<file path="src/acc_pkg.sv">
package acc_pkg;
	// ****************************************************
	// widths
	// ****************************************************
	localparam int CODE_W = 10;
	localparam int ACC_W  = 16;
	localparam int CNT_W  = 7;

	// ****************************************************
	// format select encodings
	// ****************************************************
	localparam logic [2:0] FMT_RIGHT  = 3'h0;
	localparam logic [2:0] FMT_SHR1   = 3'h1;
	localparam logic [2:0] FMT_SHR2   = 3'h2;
	localparam logic [2:0] FMT_SHR3   = 3'h3;
	localparam logic [2:0] FMT_LEFT   = 3'h4;
	localparam int         LEFT_SHIFT = ACC_W - CODE_W;

	// ****************************************************
	// repeat count encodings
	// ****************************************************
	localparam logic [2:0] RPT_1  = 3'h0;
	localparam logic [2:0] RPT_4  = 3'h1;
	localparam logic [2:0] RPT_8  = 3'h2;
	localparam logic [2:0] RPT_16 = 3'h3;
	localparam logic [2:0] RPT_32 = 3'h4;
	localparam logic [2:0] RPT_64 = 3'h5;

	localparam logic [ACC_W-1:0] ACC_RESET = 16'h0000;

	function automatic logic [CNT_W-1:0] rpt_len(input logic [2:0] sel);
		unique case (sel)
			RPT_4:   rpt_len = 7'h04;
			RPT_8:   rpt_len = 7'h08;
			RPT_16:  rpt_len = 7'h10;
			RPT_32:  rpt_len = 7'h20;
			RPT_64:  rpt_len = 7'h40;
			default: rpt_len = 7'h01;
		endcase
	endfunction : rpt_len
endpackage : acc_pkg

</file>
<file path="src/sample_if.sv">
`timescale 1ns/1ps
interface sample_if;
	logic                         valid;
	logic [acc_pkg::CODE_W-1:0]   code;
	logic                         first;
	logic                         last;
	modport src (output valid, output code, output first, output last);
	modport snk (input valid, input code, input first, input last);
endinterface : sample_if

</file>
<file path="src/sample_accumulator.sv">
`timescale 1ns/1ps
module sample_accumulator (
	input  wire logic                       clk_in,
	input  wire logic                       rst_in,
	sample_if.snk                           smp,
	output logic [acc_pkg::ACC_W-1:0]       sum_out,
	output logic                            sum_valid_out
);
	logic [acc_pkg::ACC_W-1:0] acc_reg;
	logic [acc_pkg::ACC_W-1:0] acc_next;

	// series restarts from zero on its first sample
	always_comb begin
		acc_next = (smp.first ? acc_pkg::ACC_RESET : acc_reg)
			+ acc_pkg::ACC_W'(smp.code);
	end

	always_ff @(posedge clk_in or posedge rst_in) begin
		if (rst_in) begin
			acc_reg <= acc_pkg::ACC_RESET;
		end else if (smp.valid) begin
			acc_reg <= acc_next;
		end
	end

	always_ff @(posedge clk_in or posedge rst_in) begin
		if (rst_in) begin
			sum_out       <= acc_pkg::ACC_RESET;
			sum_valid_out <= 1'b0;
		end else begin
			sum_valid_out <= smp.valid && smp.last;
			if (smp.valid && smp.last) begin
				sum_out <= acc_next;
			end
		end
	end
endmodule : sample_accumulator

</file>
<file path="src/adc_result_accumulator_format.sv">
`timescale 1ns/1ps
module adc_result_accumulator_format (
	input  wire logic                        clk_in,
	input  wire logic                        rst_in,
	input  wire logic [2:0]                  result_format_select_in,
	input  wire logic [2:0]                  repeat_count_select_in,
	input  wire logic                        burst_mode_enable_in,
	input  wire logic                        convert_start_in,
	input  wire logic                        core_ready_in,
	input  wire logic                        core_done_in,
	input  wire logic [acc_pkg::CODE_W-1:0]  core_code_in,
	input  wire logic                        done_clear_in,
	output logic                             core_power_out,
	output logic                             core_start_out,
	output logic [7:0]                       result_high_byte_out,
	output logic [7:0]                       result_low_byte_out,
	output logic                             conversion_done_flag_out
);
	typedef enum logic [1:0] {S_IDLE, S_POWER, S_CONVERT, S_WAIT} burst_state_e;

	burst_state_e                    state_reg;
	logic [acc_pkg::CNT_W-1:0]       count_reg;
	logic [acc_pkg::CNT_W-1:0]       burst_left_reg;
	logic [acc_pkg::ACC_W-1:0]       sum;
	logic                            sum_valid;
	logic                            is_first;
	logic                            is_last;
	logic [acc_pkg::CNT_W-1:0]       series_len;

	sample_if smp ();

	// ****************************************************
	// series tracking
	// ****************************************************
	assign series_len = acc_pkg::rpt_len(repeat_count_select_in);
	assign is_first   = (count_reg == '0);
	assign is_last    = (count_reg + 7'h01 >= series_len);

	assign smp.valid = core_done_in;
	assign smp.code  = core_code_in;
	assign smp.first = is_first;
	assign smp.last  = is_last;

	// counter holds samples already summed in this series
	always_ff @(posedge clk_in or posedge rst_in) begin
		if (rst_in) begin
			count_reg <= '0;
		end else if (core_done_in) begin
			count_reg <= is_last ? '0 : count_reg + 7'h01;
		end
	end

	sample_accumulator u_acc (
		.clk_in        (clk_in),
		.rst_in        (rst_in),
		.smp           (smp),
		.sum_out       (sum),
		.sum_valid_out (sum_valid)
	);

	// ****************************************************
	// formatting
	// ****************************************************
	function automatic logic [acc_pkg::ACC_W-1:0] fmt(input logic [2:0] sel,
		input logic [acc_pkg::ACC_W-1:0] v);
		unique case (sel)
			acc_pkg::FMT_SHR1: fmt = v >> 1;
			acc_pkg::FMT_SHR2: fmt = v >> 2;
			acc_pkg::FMT_SHR3: fmt = v >> 3;
			acc_pkg::FMT_LEFT: fmt = v << acc_pkg::LEFT_SHIFT;
			default:           fmt = v;
		endcase
	endfunction : fmt

	// shift fills with zeros, so unused bits read zero
	always_ff @(posedge clk_in or posedge rst_in) begin
		if (rst_in) begin
			result_high_byte_out <= 8'h00;
			result_low_byte_out  <= 8'h00;
		end else if (sum_valid) begin
			{result_high_byte_out, result_low_byte_out}
				<= fmt(result_format_select_in, sum);
		end
	end

	// set wins over software clear
	always_ff @(posedge clk_in or posedge rst_in) begin
		if (rst_in) begin
			conversion_done_flag_out <= 1'b0;
		end else if (sum_valid) begin
			conversion_done_flag_out <= 1'b1;
		end else if (done_clear_in) begin
			conversion_done_flag_out <= 1'b0;
		end
	end

	// ****************************************************
	// conversion sequencing
	// ****************************************************
	// non-burst: each start is one conversion, core kept powered
	always_ff @(posedge clk_in or posedge rst_in) begin
		if (rst_in) begin
			state_reg      <= S_IDLE;
			burst_left_reg <= '0;
			core_power_out <= 1'b0;
			core_start_out <= 1'b0;
		end else begin
			core_start_out <= 1'b0;
			unique case (state_reg)
				S_IDLE: begin
					core_power_out <= !burst_mode_enable_in;
					if (convert_start_in) begin
						burst_left_reg <= burst_mode_enable_in ? series_len : 7'h01;
						core_power_out <= 1'b1;
						state_reg      <= S_POWER;
					end
				end
				S_POWER: begin
					if (core_ready_in) begin
						core_start_out <= 1'b1;
						state_reg      <= S_CONVERT;
					end
				end
				S_CONVERT: begin
					state_reg <= S_WAIT;
				end
				S_WAIT: begin
					if (core_done_in) begin
						if (burst_left_reg == 7'h01) begin
							core_power_out <= !burst_mode_enable_in;
							state_reg      <= S_IDLE;
						end else begin
							burst_left_reg <= burst_left_reg - 7'h01;
							core_start_out <= 1'b1;
							state_reg      <= S_CONVERT;
						end
					end
				end
			endcase
		end
	end

	// ****************************************************
	// checks
	// ****************************************************
	property p_done_after_sum;
		@(posedge clk_in) disable iff (rst_in)
		sum_valid |=> conversion_done_flag_out;
	endproperty
	a_done_after_sum: assert property (p_done_after_sum) else $error("done flag not set");

	property p_no_early_done;
		@(posedge clk_in) disable iff (rst_in)
		$rose(conversion_done_flag_out) |-> $past(sum_valid);
	endproperty
	a_no_early_done: assert property (p_no_early_done) else $error("done flag early");

	property p_result_stable;
		@(posedge clk_in) disable iff (rst_in)
		!$past(sum_valid) |-> $stable({result_high_byte_out, result_low_byte_out});
	endproperty
	a_result_stable: assert property (p_result_stable) else $error("result changed");

	property p_right_fmt;
		@(posedge clk_in) disable iff (rst_in)
		sum_valid && result_format_select_in == acc_pkg::FMT_RIGHT
		|=> {result_high_byte_out, result_low_byte_out} == $past(sum);
	endproperty
	a_right_fmt: assert property (p_right_fmt) else $error("right justify wrong");

	property p_left_zero;
		@(posedge clk_in) disable iff (rst_in)
		$past(sum_valid) && $past(result_format_select_in) == acc_pkg::FMT_LEFT
		|-> result_low_byte_out[5:0] == 6'h00;
	endproperty
	a_left_zero: assert property (p_left_zero) else $error("unused bits set");

	property p_single_range;
		@(posedge clk_in) disable iff (rst_in)
		sum_valid && series_len == 7'h01 |-> sum[15:10] == 6'h00;
	endproperty
	a_single_range: assert property (p_single_range) else $error("single code too wide");

	property p_burst_off;
		@(posedge clk_in) disable iff (rst_in)
		state_reg == S_WAIT && core_done_in && burst_left_reg == 7'h01
			&& burst_mode_enable_in |=> !core_power_out;
	endproperty
	a_burst_off: assert property (p_burst_off) else $error("core not shut down");

	property p_burst_power;
		@(posedge clk_in) disable iff (rst_in)
		state_reg == S_IDLE && convert_start_in |=> core_power_out;
	endproperty
	a_burst_power: assert property (p_burst_power) else $error("core not powered");

	property p_shr1;
		@(posedge clk_in) disable iff (rst_in)
		sum_valid && result_format_select_in == acc_pkg::FMT_SHR1
		|=> {result_high_byte_out, result_low_byte_out} == ($past(sum) >> 1);
	endproperty
	a_shr1: assert property (p_shr1) else $error("shift right wrong");
endmodule : adc_result_accumulator_format

</file>
<file path="config.mk">
export PLATFORM = sky130hd
export DESIGN_NAME = adc_result_accumulator_format
export DESIGN_NICKNAME = d
export VERILOG_FILES = /design/src/acc_pkg.sv /design/src/sample_if.sv /design/src/sample_accumulator.sv /design/src/adc_result_accumulator_format.sv
export SDC_FILE = /design/constraint.sdc
export NUM_CORES = 1
export LEC_CHECK = 0
export BUFFER_PORTS_ARGS = -buffer_cell sky130_fd_sc_hd__buf_4
export CORE_ASPECT_RATIO = 1.4
export CORE_MARGIN = 10
export CORE_UTILIZATION = 30
export CTS_CLUSTER_DIAMETER = 80
export CTS_CLUSTER_SIZE = 28
export DETAILED_ROUTE_END_ITERATION = 7
export PLACE_DENSITY_LB_ADDON = 0.1
export SETUP_SLACK_MARGIN = 0.15
export SYNTH_ARGS = -nofsm -noshare
export SYNTH_HDL_FRONTEND = slang
export SYNTH_SLANG_ARGS = --single-unit
</file>
<file path="constraint.sdc">
create_clock -name clk_in -period 9.3 [get_ports clk_in]
set_input_delay 0.465 -clock clk_in [delete_from_list [all_inputs] [get_ports clk_in]]
set_output_delay 0.465 -clock clk_in [all_outputs]
set_load 0.005 [all_outputs]
</file>
==> impl_summary.md, run 1 <==
Synthesis
The synthesized net count is 530. The total number of yosys warnings is 0. The share of the Yosys chip area taken by registers is 0.3901.

The synthesized design contains 68 register bits. The count of different cell masters after synthesis is 59. In this run the cell area of the synthesized design comes to 4362 um2. Counting flops with an async set or reset pin after synthesis yields a share of 1.000.

The average instance in the mapped netlist occupies 8.975 um2. For this run, the leading register cell type out of synthesis is sky130_fd_sc_hd__dfrtp_1. The number of cells produced by synthesis is 486. Yosys mapped a number of flops with a built-in enable equal to 0.

Final layout
The share of the core filled with cells is 0.3591. The final-layout fill cell count is 1,455. With fillers left out, the area of the finished cells amounts to 5164 um2. The library cells used most frequently in the layout, excluding fill and tap cells, are 68 x sky130_fd_sc_hd__nand2_1, 68 x sky130_fd_sc_hd__dfrtp_1, 43 x sky130_fd_sc_hd__buf_4. Compared with the post-synthesis result, the final layout area differs by 18.39%. The number of antenna repair diodes is 0.

Excluding fillers, the count of instances in the completed layout stands at 712. The net count of the finished layout is 562. The ratio of cells with drive above 1 in the final layout is 0.1816. The multi-input combinational cells in the finished layout cover a total of 2499 um2. The area of all sequential standard cells is 1702 um2.

Global routing
Summed over all layers, the global routing overflow is 0. The via count of the first global-routing pass was 3,697. The total global routing track utilization is 0.1163. The initial antenna violation count is 0. Entering global routing, the biggest net connects 69 pins. The first global-routing pass estimated 18,780 um of wire.

STA
The count of pins over their slew limit is 0. At the pin with the least slew margin, the transition time is 0.9437 ns. Static timing analysis puts the maximum clock frequency at 237.1 MHz. The part of the cycle the worst path needs is 0.4535. The accumulated negative setup slack is 0 ns. Counting I/O delays and the setup requirement, the final critical path takes 4.217 ns. The final-report hold violation count is 0. The largest clock skew in the final design is 0.006518 ns. Setup repair after global routing left no endpoint under its margin.

Setup violations remaining at the end of the flow were counted as 0. Measured against its own limit, the worst slew margin works out to 0.3708.

Floorplan
The number of top-level pins is 42. The region available for standard cell placement spans 14,380 um2. The floorplan step defined a die boundary enclosing 19,830 um2.

The die is 121.9 um wide. The die outline height is 162.7 um. The cell row count is 52.

The starting density of the core is 0.3033.

Critical path
In this run the register-to-register setup slack is 5.08 ns. STA puts the critical path data arrival time at 4.42 ns. The critical path starts at count_reg[0].

The startpoint type of the worst setup path is a register. The kind of end point of the critical path is a register. The worst flop-to-flop path startpoint is count_reg[0]. Of all nets on the critical path, the largest fanout is 12. The worst register-to-register path ends at u_acc.sum_out[8]. The data required time of the worst path is 9.51 ns. The start-to-end type of the worst setup path is register to register. Measured in cells, the most critical reg-to-reg path has a length of 12.

Drt
Wires add up to 11,060 um. After detailed routing, the number of remaining DRC violations is 0. In this run, the number of DRC markers left after iteration 0 of detailed routing was 192. Across all layers, the routed design uses 3,620 vias.

In this run the remaining antenna-violating nets after routing total 0. The first detailed-routing pass took 5 iterations. The per-cell routed wire length is 15.53 um.

The routed via count divided by cell count is 5.084.

Clocking
Gates resized during post-CTS repair numbered 0. The root buffer cell is sky130_fd_sc_hd__clkbuf_16. The clock latency on the worst-skew pair is 0.33 ns. In this run the post-CTS setup repair buffer count came out at 0.

In this run the number of H-tree levels came out at 3. Clock-pin slew was measured on the worst setup and hold paths at 0.06 ns. The number of buffers inserted by hold repair at cts is 0.

Counting every sink on the clock net gives 68. The number of clock buffers inserted by TritonCTS is 9. The buffer levels on the longest clock path is 2.

The clock tree from TritonCTS is done.

Power and ir drop
The completed layout was analyzed and its total power is 1.754 mW. For this design the static power due to leakage is 2.305 nW. The highest ir drop seen on vdd is 0.0001157 V. The power density relative to cell area is 339.6 nW/um2.

Outcome
The run finished with clean final reports.

Placed design
The total placed cells including tap cells is 696. The number of buffers added on ports is 41. The final weighted congestion in routability-driven placement is 0.8395. The instance area after placement is 4827 um2. The wire-length estimate of the detail-placed layout is 7975 um.

Run
Max-cap violations in this run came to 0.

Min path
The kind of path behind the tightest hold check is input pin to asynchronous set/reset pin.
[critical path: stages, from the launching register on]
cell	delay, ns
sky130_fd_sc_hd__dfrtp_1	0.45
sky130_fd_sc_hd__inv_1	0.08
sky130_fd_sc_hd__ha_1	0.13
sky130_fd_sc_hd__or4b_2	0.63
sky130_fd_sc_hd__or2_2	0.42
sky130_fd_sc_hd__and2_1	0.20
sky130_fd_sc_hd__ha_1	0.20
sky130_fd_sc_hd__fa_1	0.40
sky130_fd_sc_hd__a21o_1	0.21
sky130_fd_sc_hd__a31o_2	0.27
sky130_fd_sc_hd__a2111oi_0	0.80
sky130_fd_sc_hd__or4_1	0.23
sky130_fd_sc_hd__nand3_1	0.06
[synthesized netlist by cell type, types with 5 or more instances]
| library cell | n | area share |
|---|---|---|
| sky130_fd_sc_hd__dfrtp_1 | 68 | 0.39 |
| sky130_fd_sc_hd__nand2_1 | 68 | 0.059 |
| sky130_fd_sc_hd__nor2_1 | 35 | 0.030 |
| sky130_fd_sc_hd__a21oi_1 | 34 | 0.039 |
| sky130_fd_sc_hd__o21ai_0 | 21 | 0.024 |
| sky130_fd_sc_hd__ha_1 | 20 | 0.057 |
| sky130_fd_sc_hd__nand3_1 | 20 | 0.023 |
| sky130_fd_sc_hd__inv_1 | 18 | 0.015 |
| sky130_fd_sc_hd__mux2_2 | 17 | 0.044 |
| sky130_fd_sc_hd__clkbuf_1 | 15 | 0.013 |
| sky130_fd_sc_hd__and2_1 | 14 | 0.020 |
| sky130_fd_sc_hd__o211ai_1 | 11 | 0.019 |
| sky130_fd_sc_hd__a31oi_1 | 10 | 0.014 |
| sky130_fd_sc_hd__a21o_1 | 9 | 0.015 |
| sky130_fd_sc_hd__xnor2_1 | 9 | 0.018 |
| sky130_fd_sc_hd__mux2i_1 | 8 | 0.018 |
| sky130_fd_sc_hd__nand2b_1 | 7 | 0.010 |
| sky130_fd_sc_hd__or2_2 | 7 | 0.010 |
| sky130_fd_sc_hd__and3_1 | 6 | 0.0086 |
| sky130_fd_sc_hd__a211oi_1 | 5 | 0.0086 |
| sky130_fd_sc_hd__a22o_1 | 5 | 0.010 |
| sky130_fd_sc_hd__nor3_1 | 5 | 0.0057 |
| sky130_fd_sc_hd__nor3b_1 | 5 | 0.0086 |
[per-layer routing]
metal  share of wire  global-route usage
met1            0.44              0.1339
met2            0.52              0.2044
met3           0.033             0.02741
met4          0.0092             0.03913
met5               0                   0
[how the worst max path moves through the flow]
stage	endpoint	slack (ns)	cells after the start
floorplan	u_acc.sum_out[8]	5.41	13
global placement	u_acc.sum_out[8]	5.17	12
detailed placement	u_acc.sum_out[8]	5.10	12
CTS	u_acc.sum_out[8]	5.09	12
global route	u_acc.sum_out[8]	4.66	12
finish	u_acc.sum_out[8]	5.08	12
[report_power, final]
group,total [mW],internal (mW),switching (mW)
sequential,0.564,0.430,0.134
combinational,0.806,0.382,0.424
clock,0.384,0.250,0.134
total,1.75,1.06,0.692
[per-stage QoR]
step           hold WS [ns]  setup slack [ns]
6_report             0.3801             5.083
5_1_grt              0.4160             4.664
4_1_cts              0.3945             5.085
3_5_place_dp         0.4739             5.104
3_3_place_gp         0.4637             5.175
2_1_floorplan        0.4436             5.408
[logic make-up (layout without fill, tap and decap cells)]
logic type	count (synthesis)	in the layout	synth area share
multiplexers	28	28	0.07774
flip-flops	68	68	0.3901
buffers and inverters	40	77	0.03700
AO/OA/AOI/OAI	131	131	0.1988
XOR/XNOR	12	12	0.02410
AND/OR/NAND/NOR	186	186	0.2103
adder cells (fa/ha/maj)	21	21	0.06196
[layout make-up]
| class | instances | area share |
|---|---|---|
| timing repair buffer | 43 | 0.06252 |
| clock inverter | 5 | 0.01623 |
| tap | 189 | 0.04580 |
| sequential | 68 | 0.3295 |
| multi-input combinational | 378 | 0.4839 |
| inverter | 18 | 0.01308 |
| clock buffer | 11 | 0.04895 |
(Power assumes the default switching activity.)
==> run 2: changes to the inputs <==
clock period = 3.9 ns   (was 9.3 ns; I/O delays follow)
==> impl_summary.md, run 2 (synthesized netlist as in run 1, its figures left out) <==
Outcome
Outcome: complete, no violations (unchanged).

Critical path
The data required time of the worst path is 4.12 ns (was 9.51 ns). The kind of end point of the critical path is a register (unchanged). The start-to-end type of the worst setup path was register to register (unchanged). The register-to-register setup slack is 0.35 ns (was 5.08 ns).

The largest driver fanout on the critical path is 9 (was 12). The arrival time of the worst setup path is 3.77 ns (was 4.42 ns). The startpoint type of the worst setup path is a register (unchanged). The reg-to-reg critical path endpoint was u_acc.sum_out[14] (was u_acc.sum_out[8]). The worst flop-to-flop path startpoint is count_reg[1] (was count_reg[0]). The cell count of the worst reg-to-reg path is 12 (unchanged).

STA
The number of endpoints failing setup at the final stage was 0 (unchanged). The accumulated negative setup slack is 0 ns (unchanged). The final-report hold violation count is 0 (unchanged). The transition time at the pin with the least slew margin is 0.8721 ns (was 0.9437 ns). The count of pins over their slew limit is 0 (unchanged). The part of the cycle the worst path needs was 0.9103 (was 0.4535).

The maximum clock rate came to 281.7 MHz (was 237.1 MHz). The final setup slack of the worst path is 0.3500 ns (was 5.083 ns). The normalized max-slew margin is 0.4036 (was 0.3708). The clock period minus final worst setup slack is 3.550 ns (was 4.217 ns). The largest clock skew in the final design is 0.004537 ns (was 0.006518 ns).

Unrepaired setup endpoints after global routing: no (unchanged).

Drt
The number of DRC markers after the initial detailed-route iteration is 120 (was 192). The routed via count divided by cell count is 5.162 (was 5.084). The first-pass iteration count of the detailed router is 4 (was 5).

The number of vias in the routed layout is 3,706 (was 3,620). The per-cell routed wire length came to 15.71 um (was 15.53 um). The number of remaining DRC errors is 0 (unchanged). The total length of routed wires is 11,280 um (was 11,060 um). The remaining antenna violation count came to 0 (unchanged).

Final layout
The synthesis-to-layout area growth came to 19.08% (was 18.39%). The number of antenna repair diodes is 0 (unchanged). The final non-filler cell area is 5194 um2 (was 5164 um2). The ratio of cells with drive above 1 in the final layout was 0.1853 (was 0.1816). Commonest cells after routing, fill and taps aside: 68 x sky130_fd_sc_hd__nand2_1, 68 x sky130_fd_sc_hd__dfrtp_1, 48 x sky130_fd_sc_hd__buf_4 (was 68 x sky130_fd_sc_hd__nand2_1, 68 x sky130_fd_sc_hd__dfrtp_1, 43 x sky130_fd_sc_hd__buf_4). The net total in the final layout is 568 (was 562).

Floorplan
The cell row count is 52 (unchanged). The core region area was 14,380 um2 (unchanged). The die outline height is 162.7 um (unchanged). The die boundary width was 121.9 um (unchanged). The die footprint is 19,830 um2 (unchanged). The number of top-level pins came to 42 (unchanged).

The starting density of the core is 0.3033 (unchanged).

Clocking
The number of post-CTS setup repair buffers came to 0 (unchanged). The clock-pin slew on the worst setup and hold paths is 0.05 ns (was 0.06 ns). The clock tree from TritonCTS is done (unchanged). The maximum level of the CTS H-tree is 3 (unchanged). The buffer levels on the longest clock path is 2 (unchanged). The clock latency on the worst-skew pair is 0.33 ns (about the same). The root buffer cell is sky130_fd_sc_hd__clkbuf_16 (unchanged). The CTS sink count came to 68 (unchanged). The number of clock buffers inserted by TritonCTS came to 9 (unchanged).

Power and ir drop
The reported leakage power is 2.325 nW (was 2.305 nW). The power density relative to cell area is 805.2 nW/um2 (was 339.6 nW/um2). The highest ir drop seen on vdd is 0.0002799 V (was 0.0001157 V).

The total design power was 4.182 mW (was 1.754 mW).

Placed design
The instance area after placement is 4871 um2 (was 4827 um2). The number of buffers added on ports came to 41 (unchanged). The post-placement setup slack is -0.05501 ns (was 5.104 ns). The half-perimeter wire length of the detailed placement result is 8460 um (was 7975 um). The final weighted congestion in routability-driven placement came to 0.8374 (was 0.8395).

Min path
The worst hold endpoint is conversion_done_flag_out. The kind of path behind the tightest hold check is input pin to register (was input pin to asynchronous set/reset pin). The source of the worst hold timing path is done_clear_in. The cell count of the worst hold path is 3.

Global routing
The total congestion overflow came to 0 (unchanged). The total global routing track utilization is 0.1194 (was 0.1163). The via count of the first global-routing pass is 3,830 (was 3,697). The largest net degree at the start of global routing came to 45 (was 69). The initial antenna violation count is 0 (unchanged). The global-route wire length before repair is 19,200 um (was 18,780 um).

Run
The number of maximum-capacitance constraint violations is 0 (unchanged).
[run 2: area by class of cell]
type / count / area (um2)
fill: 1481 / 9185
multi-input combinational: 378 / 2520
sequential: 68 / 1702
timing repair buffer: 49 / 370.4
clock buffer: 15 / 267.8
tap: 189 / 236.5
inverter: 18 / 67.56
clock inverter: 1 / 30.03
[run 2: repair_timing]
action / in CTS / in global routing
hold buffers: 1 / 0
hold endpoints to repair: 24 / 0
gates resized for setup: 5 / 0
endpoints found under the setup margin: 7 / 0
[run 2: worst max path at each step]
| stage | cells past startpoint | to | startpoint |
|---|---|---|---|
| 2_1_floorplan | 13 | u_acc.sum_out[14] | count_reg[0] |
| 3_3_place_gp | 12 | u_acc.sum_out[14] | count_reg[1] |
| 3_5_place_dp | 12 | u_acc.acc_reg[12] | count_reg[1] |
| 4_1_cts | 12 | u_acc.sum_out[14] | count_reg[1] |
| 5_1_grt | 12 | u_acc.sum_out[14] | count_reg[1] |
| 6_report | 12 | u_acc.sum_out[14] | count_reg[1] |
[run 2: power by group]
part / leakage, nW / total [mW] / internal, mW / switching [mW]
combinational: 1.34 / 2.02 / 0.979 / 1.04
sequential: 0.841 / 1.33 / 1.02 / 0.308
clock: 0.144 / 0.828 / 0.531 / 0.296
[run 2: through the flow]
step                      hold slack (ns)  instances  utilization
after floorplan                    0.3481        486            -
after global placement             0.3087        701       0.3388
after detailed placement           0.3155        701       0.3388
after CTS                          0.1330        718       0.3612
after global routing               0.1353        718       0.3612
final                              0.1446        718       0.3612
[run 2: routing by layer]
layer  routed length (um)  vias up  GRT usage
met3                  445       16    0.02533
met1                 4747     1781     0.1319
met4                  238        0    0.04891
met2                 5847       68     0.2144
li1                     -     1841          -
met5                    0        -          0
[run 2: worst max-delay path, cell delays in order, from the launching register on]
cell,delay [ns]
sky130_fd_sc_hd__dfrtp_1,0.40
sky130_fd_sc_hd__inv_1,0.08
sky130_fd_sc_hd__ha_1,0.13
sky130_fd_sc_hd__or4b_4,0.47
sky130_fd_sc_hd__or2_4,0.28
sky130_fd_sc_hd__and2_1,0.17
sky130_fd_sc_hd__ha_1,0.20
sky130_fd_sc_hd__fa_1,0.40
sky130_fd_sc_hd__a21o_1,0.21
sky130_fd_sc_hd__a31o_2,0.28
sky130_fd_sc_hd__a211o_4,0.38
sky130_fd_sc_hd__and3_1,0.18
sky130_fd_sc_hd__o31a_1,0.23
